File: config.mk
export PLATFORM = sky130hd
export DESIGN_NAME = ocu_operate_unit
export DESIGN_NICKNAME = d
export VERILOG_FILES = /design/src/ocu_pkg.sv /design/src/ocu_operate_unit.sv
export SDC_FILE = /design/constraint.sdc
export NUM_CORES = 1
export LEC_CHECK = 0
export ABC_CLOCK_PERIOD_IN_PS = 4100
export BUFFER_PORTS_ARGS = -buffer_cell sky130_fd_sc_hd__buf_2
export CORE_MARGIN = 2
export CORE_UTILIZATION = 50
export CTS_CLUSTER_SIZE = 16
export DETAILED_ROUTE_END_ITERATION = 7
export PLACE_DENSITY = 0.74
export SYNTH_ARGS = -nofsm -noshare
export SYNTH_HDL_FRONTEND = slang
export SYNTH_SLANG_ARGS = --single-unit
File: constraint.sdc
create_clock -name ref_clk_in -period 4.1 [get_ports ref_clk_in]
set_input_delay 0.41 -clock ref_clk_in [delete_from_list [all_inputs] [get_ports ref_clk_in]]
set_output_delay 0.41 -clock ref_clk_in [all_outputs]
set_load 0.1 [all_outputs]
File: src/ocu_pkg.sv
/*
 operate command unit package: opcode fields, auxiliary codes, timing counts,
 register offsets and carrier structs. assumes a 100 MHz clock.
*/
package ocu_pkg;
    localparam int CLK_MHZ = 100;
    localparam logic [5:0] OP_OPERATE = 6'h01;
    localparam int OP_LSB = 9;
    localparam int AUX_LSB = 3;
    localparam int ADDR_W = 3;
    localparam logic [5:0] AUX_LAMP1 = 6'h01;
    localparam logic [5:0] AUX_LAMP4 = 6'h04;
    localparam logic [5:0] AUX_SET_INACT = 6'h05;
    localparam logic [5:0] AUX_RST_INACT = 6'h06;
    localparam logic [5:0] AUX_FLAG1 = 6'h08;
    localparam logic [5:0] AUX_FLAG4 = 6'h0B;
    localparam logic [5:0] AUX_CLK_TEST = 6'h0C;
    localparam int EXEC_US = 12;
    localparam int EXEC_CYC = EXEC_US * CLK_MHZ;
    localparam int STALL_US = 31250;
    localparam int STALL_CYC = (STALL_US * CLK_MHZ + 0) / 1;
    localparam logic [7:0] REG_STATUS = 8'h00;
    localparam logic [7:0] REG_MASK = 8'h04;
    localparam logic [7:0] REG_LAMPS = 8'h08;
    localparam logic [7:0] REG_FLAGS = 8'h0C;
    localparam logic [7:0] REG_CLOCK = 8'h10;
    localparam logic [7:0] REG_CTRL = 8'h14;
    localparam int ST_STALL = 0;
    localparam int ST_IDLE = 1;
    localparam int ST_FLAG = 2;
    localparam int ST_DONE = 3;
    localparam logic [1:0] RESP_OK = 2'h0;
    localparam logic [1:0] RESP_ERR = 2'h2;

    typedef struct packed {
        logic [5:0] op;
        logic [5:0] aux;
    } ocu_instr_type;

    typedef struct packed {
        logic [5:0] aux;
        logic strobe;
    } ocu_ext_type;
endpackage : ocu_pkg

File: src/ocu_operate_unit.sv
/*
 operate command unit: decodes the operate instruction and carries out its
 central-computer variations; registers over axi4-lite.
 assumes the sequencer holds instr_valid_in until done_out, and that the
 pulse inputs (32 pps, 8 s, distributor, index branch, peer flags) are
 asynchronous pin levels/pulses lasting at least three clocks.
*/
// Added by the designer: the AXI4-Lite interface to the registers and the address map.
`timescale 1ns/1ps
module ocu_operate_unit #(
    parameter int EXEC_CYCLES = ocu_pkg::EXEC_CYC,
    parameter int STALL_CYCLES = ocu_pkg::STALL_CYC,
    parameter int CLK_W = 16
) (
    input wire logic ref_clk_in,
    input wire logic srst_in,
    input wire logic instr_valid_in,
    input wire ocu_pkg::ocu_instr_type instr_in,
    output logic done_out,
    output ocu_pkg::ocu_ext_type ext_out,
    input wire logic pps32_in,
    input wire logic sec8_in,
    input wire logic distrib_run_in,
    input wire logic index_step_branch_in,
    input wire logic [3:0] peer_flag_set_in,
    output logic [3:0] peer_flag_out,
    output logic [3:0] lamp_out,
    output logic inact_alarm_out,
    output logic irq_out,
    input wire logic [7:0] s_axi_awaddr,
    input wire logic s_axi_awvalid,
    output logic s_axi_awready,
    input wire logic [31:0] s_axi_wdata,
    input wire logic [3:0] s_axi_wstrb,
    input wire logic s_axi_wvalid,
    output logic s_axi_wready,
    output logic [1:0] s_axi_bresp,
    output logic s_axi_bvalid,
    input wire logic s_axi_bready,
    input wire logic [7:0] s_axi_araddr,
    input wire logic s_axi_arvalid,
    output logic s_axi_arready,
    output logic [31:0] s_axi_rdata,
    output logic [1:0] s_axi_rresp,
    output logic s_axi_rvalid,
    input wire logic s_axi_rready
);
    typedef enum logic [2:0] {
        OCU_IDLE = 3'b001,
        OCU_EXEC = 3'b010,
        OCU_DONE = 3'b100
    } ocu_state_type;

    function automatic logic in_range(input logic [5:0] v, input logic [5:0] lo,
                                      input logic [5:0] hi);
        in_range = (v >= lo) && (v <= hi);
    endfunction : in_range

    // two-flop synchronisers for every pin input; stage two also feeds edge detect
    localparam int NSYNC = 8;
    logic [NSYNC-1:0] sync1_q;
    logic [NSYNC-1:0] sync2_q;
    logic [NSYNC-1:0] sync3_q;
    wire [NSYNC-1:0] raw_in = {peer_flag_set_in, index_step_branch_in, distrib_run_in,
                               sec8_in, pps32_in};
    always_ff @(posedge ref_clk_in) begin
        if (srst_in) begin
            sync1_q <= '0;
            sync2_q <= '0;
            sync3_q <= '0;
        end else begin
            sync1_q <= raw_in;
            sync2_q <= sync1_q;
            sync3_q <= sync2_q;
        end
    end
    wire [NSYNC-1:0] rise = sync2_q & ~sync3_q;
    wire pps_tick = rise[0];
    wire sec8_tick = rise[1];
    wire distrib_run = sync2_q[2];
    wire ixb_tick = rise[3];
    wire [3:0] peer_rise = rise[7:4];

    // instruction sequencing
    ocu_state_type state_q;
    ocu_state_type state_d;
    logic [15:0] cyc_q;
    logic [5:0] aux_q;
    wire is_operate = instr_in.op == ocu_pkg::OP_OPERATE;
    wire start = (state_q == OCU_IDLE) && instr_valid_in && is_operate;
    wire exec_end = (state_q == OCU_EXEC) && (cyc_q == 16'(EXEC_CYCLES - 2));
    // the unit pulse fires once at the start of execution
    wire unit_pulse = start;
    wire [5:0] aux = instr_in.aux;
    wire do_lamp = unit_pulse && in_range(aux, ocu_pkg::AUX_LAMP1, ocu_pkg::AUX_LAMP4);
    wire do_arm = unit_pulse && (aux == ocu_pkg::AUX_SET_INACT);
    wire do_reset = unit_pulse && (aux == ocu_pkg::AUX_RST_INACT);
    wire do_flag = unit_pulse && in_range(aux, ocu_pkg::AUX_FLAG1, ocu_pkg::AUX_FLAG4);
    wire do_clk = unit_pulse && (aux == ocu_pkg::AUX_CLK_TEST);
    wire do_ext = unit_pulse && !do_lamp && !do_arm && !do_reset && !do_flag && !do_clk;

    always_comb begin
        state_d = state_q;
        case (state_q)
            OCU_IDLE: begin
                if (start) begin
                    state_d = OCU_EXEC;
                end
            end
            OCU_EXEC: begin
                if (exec_end) begin
                    state_d = OCU_DONE;
                end
            end
            OCU_DONE: begin
                state_d = OCU_IDLE;
            end
            default: begin
                state_d = OCU_IDLE;
            end
        endcase
    end

    always_ff @(posedge ref_clk_in) begin
        if (srst_in) begin
            state_q <= OCU_IDLE;
            cyc_q <= 16'h0000;
            aux_q <= 6'h00;
        end else begin
            state_q <= state_d;
            cyc_q <= (state_q == OCU_EXEC) ? cyc_q + 16'h0001 : 16'h0000;
            if (start) begin
                aux_q <= aux;
            end
        end
    end
    assign done_out = state_q == OCU_DONE;

    always_ff @(posedge ref_clk_in) begin
        if (srst_in) begin
            ext_out <= '0;
        end else begin
            ext_out.strobe <= do_ext;
            if (do_ext) begin
                ext_out.aux <= aux;
            end
        end
    end

    // bus write strobes used below
    logic wr_fire;
    logic [7:0] wr_addr_q;
    logic [31:0] wr_data_q;
    wire wr_lamps = wr_fire && (wr_addr_q == ocu_pkg::REG_LAMPS);
    wire wr_flags = wr_fire && (wr_addr_q == ocu_pkg::REG_FLAGS);
    wire wr_status = wr_fire && (wr_addr_q == ocu_pkg::REG_STATUS);
    wire wr_mask = wr_fire && (wr_addr_q == ocu_pkg::REG_MASK);

    // condition lamps: set wins over a software clear in the same cycle
    logic [3:0] lamp_q;
    wire [3:0] lamp_set = do_lamp ? 4'(4'h1 << (aux[1:0] - 2'h1)) : 4'h0;
    always_ff @(posedge ref_clk_in) begin
        if (srst_in) begin
            lamp_q <= 4'h0;
        end else begin
            lamp_q <= (lamp_q & ~(wr_lamps ? wr_data_q[3:0] : 4'h0)) | lamp_set;
        end
    end
    assign lamp_out = lamp_q;

    // inactivity watch
    logic armed_q;
    logic [1:0] sec8_cnt_q;
    logic [31:0] stall_q;
    logic alarm_q;
    wire stall_hit = armed_q && (stall_q >= 32'(STALL_CYCLES - 1)) && !distrib_run;
    wire idle_hit = armed_q && sec8_tick && (sec8_cnt_q == 2'h1);
    always_ff @(posedge ref_clk_in) begin
        if (srst_in) begin
            armed_q <= 1'b0;
            sec8_cnt_q <= 2'h0;
            stall_q <= 32'h0000_0000;
            alarm_q <= 1'b0;
        end else begin
            if (do_arm) begin
                armed_q <= 1'b1;
            end else if (do_reset) begin
                armed_q <= 1'b0;
            end
            if (do_arm || do_reset) begin
                sec8_cnt_q <= 2'h0;
            end else if (armed_q && sec8_tick && sec8_cnt_q != 2'h2) begin
                sec8_cnt_q <= sec8_cnt_q + 2'h1;
            end
            // checked every clock; counts cycles the distributor stands still
            if (!armed_q || distrib_run || do_arm) begin
                stall_q <= 32'h0000_0000;
            end else if (!stall_hit) begin
                stall_q <= stall_q + 32'h0000_0001;
            end
            if ((stall_hit || idle_hit) && !do_reset) begin
                alarm_q <= 1'b1;
            end else if (do_reset) begin
                alarm_q <= 1'b0;
            end
        end
    end
    assign inact_alarm_out = alarm_q;

    // intercommunication: outgoing pulse to peer, incoming held flags
    logic [3:0] peer_q;
    logic [3:0] icf_q;
    always_ff @(posedge ref_clk_in) begin
        if (srst_in) begin
            peer_q <= 4'h0;
            icf_q <= 4'h0;
        end else begin
            // held high for the instruction so the peer's synchroniser sees it
            if (do_flag) begin
                peer_q <= 4'(4'h1 << aux[1:0]);
            end else if (done_out) begin
                peer_q <= 4'h0;
            end
            icf_q <= (icf_q & ~(wr_flags ? wr_data_q[3:0] : 4'h0)) | peer_rise;
        end
    end
    assign peer_flag_out = peer_q;

    // real-time clock register
    logic test_q;
    logic [CLK_W-1:0] rtc_q;
    always_ff @(posedge ref_clk_in) begin
        if (srst_in) begin
            test_q <= 1'b0;
            rtc_q <= '0;
        end else begin
            if (do_clk) begin
                test_q <= !test_q;
            end
            if (do_clk && !test_q) begin
                rtc_q <= '0;
            end else if (test_q ? ixb_tick : pps_tick) begin
                // any rate up to half the clock rate is accepted in test
                rtc_q <= rtc_q + 1'b1;
            end
        end
    end

    // interrupt status: event bits, set wins over write-one-clear
    logic [3:0] sts_q;
    logic [3:0] msk_q;
    // bit positions come from the package so software and bench share one map
    wire [3:0] ev;
    assign ev[ocu_pkg::ST_IDLE] = idle_hit;
    assign ev[ocu_pkg::ST_STALL] = stall_hit;
    assign ev[ocu_pkg::ST_FLAG] = |peer_rise;
    assign ev[ocu_pkg::ST_DONE] = done_out;
    always_ff @(posedge ref_clk_in) begin
        if (srst_in) begin
            sts_q <= 4'h0;
            msk_q <= 4'h0;
        end else begin
            sts_q <= (sts_q & ~(wr_status ? wr_data_q[3:0] : 4'h0)) | ev;
            if (wr_mask) begin
                msk_q <= wr_data_q[3:0];
            end
        end
    end
    assign irq_out = |(sts_q & msk_q);

    // axi4-lite slave: address and data captured independently
    logic aw_q;
    logic w_q;
    logic bvalid_q;
    logic [1:0] bresp_q;
    wire wr_known = (wr_addr_q == ocu_pkg::REG_STATUS) || (wr_addr_q == ocu_pkg::REG_MASK)
                    || (wr_addr_q == ocu_pkg::REG_LAMPS) || (wr_addr_q == ocu_pkg::REG_FLAGS);
    assign wr_fire = aw_q && w_q && !bvalid_q;
    assign s_axi_awready = !aw_q && !bvalid_q;
    assign s_axi_wready = !w_q && !bvalid_q;
    always_ff @(posedge ref_clk_in) begin
        if (srst_in) begin
            aw_q <= 1'b0;
            w_q <= 1'b0;
            bvalid_q <= 1'b0;
            bresp_q <= ocu_pkg::RESP_OK;
            wr_addr_q <= 8'h00;
            wr_data_q <= 32'h0000_0000;
        end else begin
            if (s_axi_awvalid && s_axi_awready) begin
                aw_q <= 1'b1;
                wr_addr_q <= {s_axi_awaddr[7:2], 2'h0};
            end
            if (s_axi_wvalid && s_axi_wready) begin
                w_q <= 1'b1;
                // partial strobes: only lane 0 holds live bits
                wr_data_q <= s_axi_wstrb[0] ? s_axi_wdata : 32'h0000_0000;
            end
            if (wr_fire) begin
                aw_q <= 1'b0;
                w_q <= 1'b0;
                bvalid_q <= 1'b1;
                bresp_q <= wr_known ? ocu_pkg::RESP_OK : ocu_pkg::RESP_ERR;
            end else if (bvalid_q && s_axi_bready) begin
                bvalid_q <= 1'b0;
            end
        end
    end
    assign s_axi_bvalid = bvalid_q;
    assign s_axi_bresp = bresp_q;

    logic rvalid_q;
    logic [31:0] rdata_q;
    logic [1:0] rresp_q;
    wire [7:0] ra = {s_axi_araddr[7:2], 2'h0};
    wire rd_known = ra <= ocu_pkg::REG_CTRL;
    wire [31:0] rd_mux =
        (ra == ocu_pkg::REG_STATUS) ? {28'h0, sts_q} :
        (ra == ocu_pkg::REG_MASK) ? {28'h0, msk_q} :
        (ra == ocu_pkg::REG_LAMPS) ? {28'h0, lamp_q} :
        (ra == ocu_pkg::REG_FLAGS) ? {28'h0, icf_q} :
        (ra == ocu_pkg::REG_CLOCK) ? 32'(rtc_q) :
        (ra == ocu_pkg::REG_CTRL) ? {29'h0, alarm_q, armed_q, test_q} : 32'h0000_0000;
    assign s_axi_arready = !rvalid_q;
    always_ff @(posedge ref_clk_in) begin
        if (srst_in) begin
            rvalid_q <= 1'b0;
            rdata_q <= 32'h0000_0000;
            rresp_q <= ocu_pkg::RESP_OK;
        end else if (s_axi_arvalid && s_axi_arready) begin
            rvalid_q <= 1'b1;
            rdata_q <= rd_mux;
            rresp_q <= rd_known ? ocu_pkg::RESP_OK : ocu_pkg::RESP_ERR;
        end else if (rvalid_q && s_axi_rready) begin
            rvalid_q <= 1'b0;
        end
    end
    assign s_axi_rvalid = rvalid_q;
    assign s_axi_rdata = rdata_q;
    assign s_axi_rresp = rresp_q;
endmodule : ocu_operate_unit

==> impl_metrics.toml, run 1 <==
[cts]
post-cts-setup-buffer-count = 0
clock_tree.htree_level_count = 4
clock_path_buffers = 2
reg_clk_slew_reported_paths_ns = 0.06
cts_root_buffer = "sky130_fd_sc_hd__clkbuf_16"
ctsResizeCount = 0
cts_tree = "built"
clock_sink_count = 154
worst_skew_pair.late_latency_ns = 0.42
tritoncts_buffer_count = 17
cts_hold_buf = 0

[finish]
total_inserted_antenna_cells = 0
area_growth_pct = 15.84
drive_above_1_share = 0.1733
multiInputGateArea_um2 = 3237
nNetsFinal = 899
final_core_utilization = 0.5859
fillCellCount = 1154
layout.area.seq_um2 = 3083

[power]
internal-power_mw = 2.518
netSwitchingFraction = 0.2422
clock_power_share = 0.465
power_density_nw_per_um2 = 433.4
finalPower_mw = 3.322
power.share.sequential = 0.462
peak_supply_drop_v = 0.0002658
p_leak_nw = 2.888
power_frac_comb = 0.073
total_switching_power_mw = 0.8047

[detailed_routing]
drt_drc_violations_left = 0
route.final.wire_length_mm = 13.68
avgRoutedWirePerCell_um = 13.67
via_count = 5314
drt-initial-drc-count = 241
first_pass_iters = 4
via_per_inst = 5.309
final_antenna_net_count = 0

[synthesis]
synth_cell_types = 67
synthesis.area_um2 = 6618
yosysTopAreaCell = "sky130_fd_sc_hd__dfxtp_1"
yosys-top-cells-area = "sky130_fd_sc_hd__dfxtp_1 47%, sky130_fd_sc_hd__nor2_1 5.4%, sky130_fd_sc_hd__a21oi_1 3.2%, sky130_fd_sc_hd__nand2_1 2.9%, sky130_fd_sc_hd__a22oi_1 2.8%"
post_synth_edffs = 0
synth.yosys.seq_area_share = 0.4659
proportion_of_netlist_area_held_by_the_largest_area_contributor = 0.4659
netlist_instances = 741
synthArstFlopShare = 0
number_of_storage_elements_in_the_synthesis_netlist = 154
synthFlopType = "sky130_fd_sc_hd__dfxtp_1"
yosys_warning_total = 0
avg_cell_area_syn_um2 = 8.931

[timing]
finalSetupViolations = 0
setup_repair_after_global_routing_missed_its_margin = "false"
timing.slew.headroom = 0.5187
layout_worst_path_cycle_share = 0.5777
tns_ns = 0
timing.final.crit_period_ns = 2.369
timing.hold.ws_ns = 0.1949
max_slew.worst_pin.slew_ns = 0.7220
slew_violations = 0
fin_skew_ns = 0.004923
max_freq_mhz = 422.2
final-hold-violation-count = 0

[die]
die-height_um = 119.0
floorplan.io_pins = 139
die_w_um = 119.0
floorplan.die_area_um2 = 14170
std_cell_rows = 42
initial_core_util = 0.5057
core_region_area_um2 = 13090

[global_route]
grt_start_max_net_pins = 68
grt_pass1_vias = 4964
grt_use_met2 = 0.3244
grt_first_pass_wirelength_mm = 23.16
gr-usage-met1 = 0.2602
grt_overflow = 0
top_usage_layer = "met2"
grt_use_met3 = 0.04741
track_usage = 0.1996
antenna_found_initial = 0

[hold_path]
whs_path_depth = 2
min_delay_worst_endpoint = "sync1_q[7]$_SDFF_PP0_"
hold_path.class = "in2reg"
timing.hold.worst.start = "peer_flag_set_in[3]"

[outcome]
outcome = "completed"

[critical_path]
r2r_start = "stall_q[3]$_SDFFE_PP0N_"
cp_class = "reg2reg"
rrSetupSlack_ns = 1.73
worst_ep_arrival_time_ns = 2.71
r2r.worst_path.cells = 6
cp_max_fo = 22
worst_ep_required_time_ns = 4.45
r2r-end = "stall_q[3]$_SDFFE_PP0N_"
timing.critical_path.to_type = "flop"
critPathLaunchType = "flop"

[placement]
place_hpwl_mm = 9.244
io_buffer_count = 85
globalplace.congestion = 0.7875

[run]
cap_violations = 0
-- layer usage --
| metal | part of all wire | vias to the layer above | wire length [um] |
|---|---|---|---|
| met1 | 0.48 | 2493 | 6502 |
| met3 | 0.035 | 16 | 479 |
| met4 | 0.016 | 0 | 223 |
| met5 | 0 | - | 0 |
| met2 | 0.47 | 97 | 6478 |
| li1 | - | 2708 | - |
-- worst max path at each step --
| stage | start | to | slack [ns] | cells after the start |
|---|---|---|---|---|
| 2_1_floorplan | s_axi_bvalid$_SDFFE_PP0P_ | wr_addr_q[7]$_SDFFE_PP0P_ | 1.03 | 5 |
| 4_1_cts | stall_q[3]$_SDFFE_PP0N_ | stall_q[3]$_SDFFE_PP0N_ | 1.75 | 6 |
| 3_3_place_gp | instr_in[2] | stall_q[11]$_SDFFE_PP0N_ | 1.52 | 6 |
| 5_1_grt | stall_q[3]$_SDFFE_PP0N_ | stall_q[3]$_SDFFE_PP0N_ | 1.62 | 6 |
| 3_5_place_dp | instr_in[2] | stall_q[18]$_SDFFE_PP0N_ | 1.49 | 6 |
| 6_report | stall_q[3]$_SDFFE_PP0N_ | stall_q[3]$_SDFFE_PP0N_ | 1.73 | 6 |
-- critical path: stages, from the launching register on --
cell	delay, ns
sky130_fd_sc_hd__dfxtp_1	0.36
sky130_fd_sc_hd__or4_4	0.56
sky130_fd_sc_hd__o311ai_4	0.25
sky130_fd_sc_hd__a21oi_2	0.20
sky130_fd_sc_hd__buf_4	0.26
sky130_fd_sc_hd__or4_1	0.51
sky130_fd_sc_hd__a21oi_1	0.15
-- kinds of logic after synthesis --
logic type / after synthesis / synth area share
simple gates: 330 / 0.2670
flops: 154 / 0.4659
compound gates: 120 / 0.1187
buf+inv: 74 / 0.05464
xor+xnor: 31 / 0.04103
mux: 24 / 0.03933
fa+ha+maj: 7 / 0.01286
other cells: 1 / 0.0005667
-- cell usage after synthesis, drive strengths merged, types with 5 or more instances --
library cell,n
buf,29
inv,20
nand2b,11
ha,6
nor2,96
nor4,11
o211ai,5
or3,14
and3,5
a21oi,43
xnor2,20
or4,15
nand3,29
o21ai,21
and2,15
a22oi,25
nand2,52
dfxtp,154
nor2b,28
mux2,6
nand4,17
xor2,11
clkbuf,25
and4,6
mux2i,17
nor3,14
-- layout by cell type (no fill, tap or decap), types with 3 or more instances in the layout --
cell type	Yosys	routed
sky130_fd_sc_hd__ha_1	6	6
sky130_fd_sc_hd__and2_1	15	15
sky130_fd_sc_hd__clkbuf_8	0	3
sky130_fd_sc_hd__or2_2	3	3
sky130_fd_sc_hd__and4_1	6	6
sky130_fd_sc_hd__o31ai_1	3	3
sky130_fd_sc_hd__xnor2_1	20	20
sky130_fd_sc_hd__dfxtp_1	154	154
sky130_fd_sc_hd__xor2_1	11	11
sky130_fd_sc_hd__nor4_1	10	10
sky130_fd_sc_hd__nand3_1	29	29
sky130_fd_sc_hd__buf_4	18	5
sky130_fd_sc_hd__inv_1	20	20
sky130_fd_sc_hd__a22oi_1	25	25
sky130_fd_sc_hd__nand4_1	17	17
sky130_fd_sc_hd__or4_1	14	14
sky130_fd_sc_hd__conb_1	1	18
sky130_fd_sc_hd__buf_2	7	85
sky130_fd_sc_hd__nand2_1	52	52
sky130_fd_sc_hd__or3_1	14	14
sky130_fd_sc_hd__nand3b_1	3	3
sky130_fd_sc_hd__clkinvlp_4	0	3
sky130_fd_sc_hd__nor2_1	95	95
sky130_fd_sc_hd__nor2b_1	28	28
sky130_fd_sc_hd__nand2b_1	11	11
sky130_fd_sc_hd__nor3_1	12	12
sky130_fd_sc_hd__mux2i_1	17	17
sky130_fd_sc_hd__clkbuf_16	0	17
sky130_fd_sc_hd__and3_1	5	5
sky130_fd_sc_hd__a21oi_1	42	42
sky130_fd_sc_hd__mux2_2	6	6
sky130_fd_sc_hd__o21ai_0	21	21
sky130_fd_sc_hd__o211ai_1	5	5
-- through the flow --
stage | cells | instance area, um2 | setup slack, ns
after floorplan | 758 | 6681 | 1.028
after global placement | 970 | 7078 | 1.516
after detailed placement | 970 | 7078 | 1.493
after CTS | 1001 | 7666 | 1.745
after global routing | 1001 | 7666 | 1.622
final | 1001 | 7666 | 1.731
-- power by group through the flow --
stage | Sequential [mW] | Clock, mW | Combinational [mW]
CTS | 1.53 | 1.57 | 0.241
detailed placement | 1.57 | 0 | 0.241
finish | 1.54 | 1.55 | 0.241
global route | 1.54 | 1.63 | 0.256
floorplan | 1.58 | 0 | 0.191
global placement | 1.57 | 0 | 0.238
-- cell type report --
type	instances	share of cell area
Clock buffer	22	0.06186
Timing Repair Buffer	90	0.06039
Clock inverter	9	0.01485
Sequential cell	154	0.4022
Tap cell	176	0.02873
Multi-Input combinational cell	530	0.4222
Inverter	20	0.009793
-- state kept, by name, indices dropped and copies added, names as in the netlist, 6 cells and up --
register     flops
wr_addr_q        6
sync2_q          8
sync3_q          7
rtc_q           16
sync1_q          8
stall_q         32
s_axi_rdata     16
cyc_q           16
ext_out          7
Power figures use the tool's default switching activity.
==> run 2: changes to the inputs <==
--- a/config.mk
+++ b/config.mk
@@ -5,13 +5,13 @@
 export SDC_FILE = /design/constraint.sdc
 export NUM_CORES = 1
 export LEC_CHECK = 0
-export ABC_CLOCK_PERIOD_IN_PS = 4100
+export ABC_CLOCK_PERIOD_IN_PS = 1900
 export BUFFER_PORTS_ARGS = -buffer_cell sky130_fd_sc_hd__buf_2
 export CORE_MARGIN = 2
-export CORE_UTILIZATION = 50
+export CORE_UTILIZATION = 49
 export CTS_CLUSTER_SIZE = 16
 export DETAILED_ROUTE_END_ITERATION = 7
-export PLACE_DENSITY = 0.74
+export PLACE_DENSITY = 0.76
 export SYNTH_ARGS = -nofsm -noshare
 export SYNTH_HDL_FRONTEND = slang
 export SYNTH_SLANG_ARGS = --single-unit
==> constraint.sdc (replaced) <==
create_clock -name ref_clk_in -period 1.9 [get_ports ref_clk_in]
set_input_delay 0.19 -clock ref_clk_in [delete_from_list [all_inputs] [get_ports ref_clk_in]]
set_output_delay 0.19 -clock ref_clk_in [all_outputs]
set_load 0.1 [all_outputs]
==> impl_metrics.toml, run 2 (synthesis results as in run 1) <==
[placement]
post-place-ws_ns = -0.2692
place_hpwl_mm = 10.49
globalplace.congestion = 0.8921
place_inst = 1025
io_buffer_count = 85
placed_area_um2 = 7589

[hold_path]
whs_path_depth = 3
min_delay_worst_endpoint = "wr_addr_q[2]$_SDFFE_PP0P_"
hold_path.class = "in2reg"
timing.hold.worst.start = "s_axi_awaddr[2]"

[critical_path]
worstSetupPathDepth = 7
r2r-end = "stall_q[10]$_SDFFE_PP0N_"
crit_buf_inv = 2
r2r.worst_path.cells = 7
cp-startpoint = "stall_q[6]$_SDFFE_PP0N_"
rrSetupSlack_ns = -0.18
cp_class = "reg2reg"
crit_path_max_incr_delay_ns = 0.54
worst_path_max_delay_cell = "sky130_fd_sc_hd__or4_4"
worst_ep_arrival_time_ns = 2.43
r2r_start = "stall_q[6]$_SDFFE_PP0N_"
timing.critical_path.to_type = "flop"
crit_chain = "or4_4, o311ai_4, a21oi_2, buf_6, buf_12, or3_4, a21oi_2"
path_common_cell = "sky130_fd_sc_hd__a21oi_2"
cpLargestDelayFamily = "simple AND/OR/NAND/NOR gates"
critPathLaunchType = "flop"
cp_max_fo = 10
worst_ep_required_time_ns = 2.25

[detailed_routing]
avgRoutedWirePerCell_um = 14.70
via_count = 5800
first_pass_iters = 4
final_antenna_net_count = 0
drt-initial-drc-count = 299
route.final.wire_length_mm = 15.86
drt_drc_violations_left = 0
via_per_inst = 5.375

[power]
power.share.sequential = 0.477
total_switching_power_mw = 1.724
power_density_nw_per_um2 = 804.6
internal-power_mw = 5.222
netSwitchingFraction = 0.2482
peak_supply_drop_v = 0.0007291
power_frac_comb = 0.083
p_leak_nw = 3.342
clock_power_share = 0.439
finalPower_mw = 6.947

[finish]
register_containing_the_most_flip_flops_in_the_final_layout = "stall_q"
total_inserted_antenna_cells = 0
final_cell_area_um2 = 8633
area_growth_pct = 30.46
final_cells = 1079
nNetsFinal = 979
largest_register_ff_count = 32
fillCellCount = 1056
final_common_cell = "sky130_fd_sc_hd__dfxtp_1"
drive_above_1_share = 0.3090
final_core_utilization = 0.6545
commonest_cells_after_routing_fill_and_taps_aside = "148 x sky130_fd_sc_hd__dfxtp_1, 84 x sky130_fd_sc_hd__buf_2, 79 x sky130_fd_sc_hd__nor2_1"

[die]
floorplan.io_pins = 139
std_cell_rows = 42
die_w_um = 120.2
core_region_area_um2 = 13190
floorplan.die_area_um2 = 14450
die-height_um = 120.2
initial_core_util = 0.5017

[timing]
tns_ns = -3.406
setup_ws_ns = -0.1821
layout_worst_path_cycle_share = 1.096
timing.final.crit_period_ns = 2.082
timing.slew.headroom = 0.6018
max_freq_mhz = 480.3
setup_repair_after_global_routing_missed_its_margin = "true"
timing.hold.ws_ns = 0.01011
fin_skew_ns = 0.008710
final-hold-violation-count = 0
max_slew.worst_pin.slew_ns = 0.5973
slew_violations = 0
finalSetupViolations = 48

[cts]
tritoncts_buffer_count = 17
clock_tree.htree_level_count = 4
clock_path_buffers = 2
cts_tree = "built"
cts_root_buffer = "sky130_fd_sc_hd__clkbuf_16"
worst_skew_pair.late_latency_ns = 0.42
clock_sink_count = 154
reg_clk_slew_reported_paths_ns = 0.06

[global_route]
grt_first_pass_wirelength_mm = 26.05
grt_overflow = 0
grt_pass1_vias = 5562
antenna_found_initial = 0
track_usage = 0.2228
grt_start_max_net_pins = 48

[run]
cap_violations = 0

[outcome]
outcome = "finished with violations"
failed_checks = "negative setup slack"
==> run 2: timing repair <==
item | in CTS | in global routing
endpoints found under the hold margin | 9 | 0
setup buffers | 9 | 5
gates cloned | 1 | 1
hold buffers | 9 | 0
pin swaps | 21 | 21
resized for setup | 28 | 53
setup endpoints to repair | 49 | 66
==> run 2: final cells by class <==
type,instances,area [um2],area share
clock inverters,6,41.29,0.004783
well taps,176,220.2,0.02551
multi-input cells,531,3551,0.4113
flip-flops and latches,154,3090,0.3580
clock buffers,23,488.0,0.05652
inverters,20,75.07,0.008696
repair buffers,169,1167,0.1352
==> run 2: worst max-delay path by stage <==
stage / endpoint / slack [ns]
2_1_floorplan: peer_flag_out[0]$_SDFFE_PP0P_ / -0.09
3_3_place_gp: peer_flag_out[3]$_SDFFE_PP0P_ / -0.18
3_5_place_dp: peer_flag_out[3]$_SDFFE_PP0P_ / -0.27
4_1_cts: stall_q[3]$_SDFFE_PP0N_ / -0.19
5_1_grt: stall_q[9]$_SDFFE_PP0N_ / -0.24
6_report: stall_q[10]$_SDFFE_PP0N_ / -0.18
==> run 2: power groups by stage <==
stage	Combinational, mW	Sequential [mW]	Clock (mW)
global placement	0.541	3.38	0
detailed placement	0.546	3.39	0
CTS	0.568	3.32	3.11
finish	0.578	3.32	3.05
global route	0.613	3.32	3.25
floorplan	0.418	3.42	0
==> run 2: worst reg2reg max path, cell delays in order (launching register included) <==
cell	delay [ns]
sky130_fd_sc_hd__dfxtp_2	0.32
sky130_fd_sc_hd__or4_4	0.54
sky130_fd_sc_hd__o311ai_4	0.31
sky130_fd_sc_hd__a21oi_2	0.12
sky130_fd_sc_hd__buf_6	0.16
sky130_fd_sc_hd__buf_12	0.13
sky130_fd_sc_hd__or3_4	0.33
sky130_fd_sc_hd__a21oi_2	0.12
==> run 2: layer usage <==
layer	vias to the layer above	track usage	routed length (um)
li1	2867	-	-
met1	2777	0.2730	7048
met4	0	0.09012	344
met2	122	0.3722	7792
met3	34	0.06038	678
met5	-	0	0
==> run 3: changes to the inputs <==
--- a/config.mk
+++ b/config.mk
@@ -8,10 +8,9 @@
 export ABC_CLOCK_PERIOD_IN_PS = 1900
 export BUFFER_PORTS_ARGS = -buffer_cell sky130_fd_sc_hd__buf_2
 export CORE_MARGIN = 2
-export CORE_UTILIZATION = 49
+export CORE_UTILIZATION = 40
 export CTS_CLUSTER_SIZE = 16
 export DETAILED_ROUTE_END_ITERATION = 7
-export PLACE_DENSITY = 0.76
 export SYNTH_ARGS = -nofsm -noshare
 export SYNTH_HDL_FRONTEND = slang
 export SYNTH_SLANG_ARGS = --single-unit
==> impl_metrics.toml, run 3 (synthesis results as in run 1) <==
[placement]
post-place-ws_ns = -0.2523
io_buffer_count = 85
placed_area_um2 = 7636
globalplace.congestion = 0.7995
place_hpwl_mm = 10.16

[finish]
final_common_cell = "sky130_fd_sc_hd__dfxtp_1"
commonest_cells_after_routing_fill_and_taps_aside = "144 x sky130_fd_sc_hd__dfxtp_1, 86 x sky130_fd_sc_hd__nor2_1, 85 x sky130_fd_sc_hd__buf_2"
area_growth_pct = 33.77
nNetsFinal = 979
largest_register_ff_count = 32
drive_above_1_share = 0.3252
register_containing_the_most_flip_flops_in_the_final_layout = "stall_q"
final_cell_area_um2 = 8852
fillCellCount = 1550
total_inserted_antenna_cells = 0

[global_route]
grt_start_max_net_pins = 54
gr-usage-met1 = 0.2367
antenna_found_initial = 0
grt_pass1_vias = 5200
grt_first_pass_wirelength_mm = 25.43
grt_use_met3 = 0.03831
grt_use_met2 = 0.2873
track_usage = 0.1768
top_usage_layer = "met2"
grt_overflow = 0

[cts]
clock_tree.htree_level_count = 4
worst_skew_pair.late_latency_ns = 0.42
cts_root_buffer = "sky130_fd_sc_hd__clkbuf_16"
reg_clk_slew_reported_paths_ns = 0.06
cts_tree = "built"
tritoncts_buffer_count = 17
clock_sink_count = 154
clock_path_buffers = 2

[hold_path]
whs_path_depth = 3
hold_path.class = "in2reg"

[timing]
timing.slew.headroom = 0.5987
final-hold-violation-count = 0
finalSetupViolations = 47
fin_skew_ns = 0.009355
setup_repair_after_global_routing_missed_its_margin = "true"
setup_ws_ns = -0.2304
layout_worst_path_cycle_share = 1.121
max_slew.worst_pin.slew_ns = 0.6019
max_freq_mhz = 469.4
timing.final.crit_period_ns = 2.130
slew_violations = 0

[critical_path]
timing.critical_path.to_type = "flop"
crit_chain = "or4_4, o311ai_4, a21oi_4, buf_6, clkbuf_16, or3_1, a21oi_1"
worst_ep_required_time_ns = 2.25
crit_path_max_incr_delay_ns = 0.54
r2r.worst_path.cells = 7
cpLargestDelayFamily = "simple AND/OR/NAND/NOR gates"
cp_class = "reg2reg"
worstSetupPathDepth = 7
critPathLaunchType = "flop"
crit_buf_inv = 2
cp_max_fo = 12
worst_ep_arrival_time_ns = 2.48
worst_path_max_delay_cell = "sky130_fd_sc_hd__or4_4"

[detailed_routing]
via_count = 5628
drt_drc_violations_left = 0
drt-initial-drc-count = 287
first_pass_iters = 4
via_per_inst = 5.007
final_antenna_net_count = 0
route.final.wire_length_mm = 15.87
avgRoutedWirePerCell_um = 14.12

[die]
floorplan.die_area_um2 = 17590
die-height_um = 132.6
core_region_area_um2 = 16350
std_cell_rows = 47
initial_core_util = 0.4048
floorplan.io_pins = 139
die_w_um = 132.6

[power]
p_leak_nw = 3.418
power_density_nw_per_um2 = 824.6
finalPower_mw = 7.300
peak_supply_drop_v = 0.0006971

[outcome]
outcome = "finished with violations"
failed_checks = "negative setup slack"

[run]
cap_violations = 0
[run 3: layout make-up]
type,count,area (um2),area share
clock buffer,21,480.5,0.05428
clock inverter,9,112.6,0.01272
inverter,20,75.07,0.008481
multi-input combinational,531,3611,0.4079
sequential,154,3095,0.3497
tap,220,275.3,0.03110
timing repair buffer,169,1202,0.1358
[run 3: timing repair]
action / in CTS / in global routing
hold buffers: 9 / 0
cloned: 2 / 3
resized for setup: 32 / 60
endpoints found under the setup margin: 57 / 66
pin swaps: 33 / 31
hold endpoints to repair: 9 / 0
setup buffers: 8 / 5
[run 3: layer usage]
layer	vias to the layer above	wire length (um)
met1	2619	7449
met4	0	190
li1	2872	-
met2	122	7548
met3	15	685
met5	-	0
[run 3: worst register-to-register path, cell delays in order (launching register included)]
cell                        delay [ns]
sky130_fd_sc_hd__dfxtp_2          0.33
sky130_fd_sc_hd__or4_4            0.54
sky130_fd_sc_hd__o311ai_4         0.30
sky130_fd_sc_hd__a21oi_4          0.16
sky130_fd_sc_hd__buf_6            0.15
sky130_fd_sc_hd__clkbuf_16        0.16
sky130_fd_sc_hd__or3_1            0.31
sky130_fd_sc_hd__a21oi_1          0.12
[run 3: final timing paths]
path,slack (ns),start,endpoint
setup reg to reg,-0.23,stall_q[6]$_SDFFE_PP0N_,stall_q[9]$_SDFFE_PP0N_
setup / recovery,-0.23,stall_q[6]$_SDFFE_PP0N_,stall_q[9]$_SDFFE_PP0N_
hold reg to reg,0.44,sync1_q[2]$_SDFF_PP0_,sync2_q[2]$_SDFF_PP0_
hold / removal,0.008,s_axi_awaddr[4],wr_addr_q[4]$_SDFFE_PP0P_
[run 3: report_power, final]
group / leakage (nW) / switching [mW] / internal, mW
Sequential: 1.25 / 0.0354 / 3.28
Combinational: 1.87 / 0.420 / 0.155
Clock: 0.297 / 1.34 / 2.07
Total: 3.42 / 1.79 / 5.51
[run 3: stage by stage]
step	TNS (ns)	hold WS [ns]	std cells	util
3_5_place_dp	-7.380	0.4047	1068	0.4671
6_report	-4.396	0.008243	1124	0.5415
5_1_grt	-8.217	0.01563	1124	0.5415
2_1_floorplan	-0.4769	0.3182	758	-
4_1_cts	-2.008	0.0003773	1117	0.5223
3_3_place_gp	-6.829	0.3992	1068	0.4671
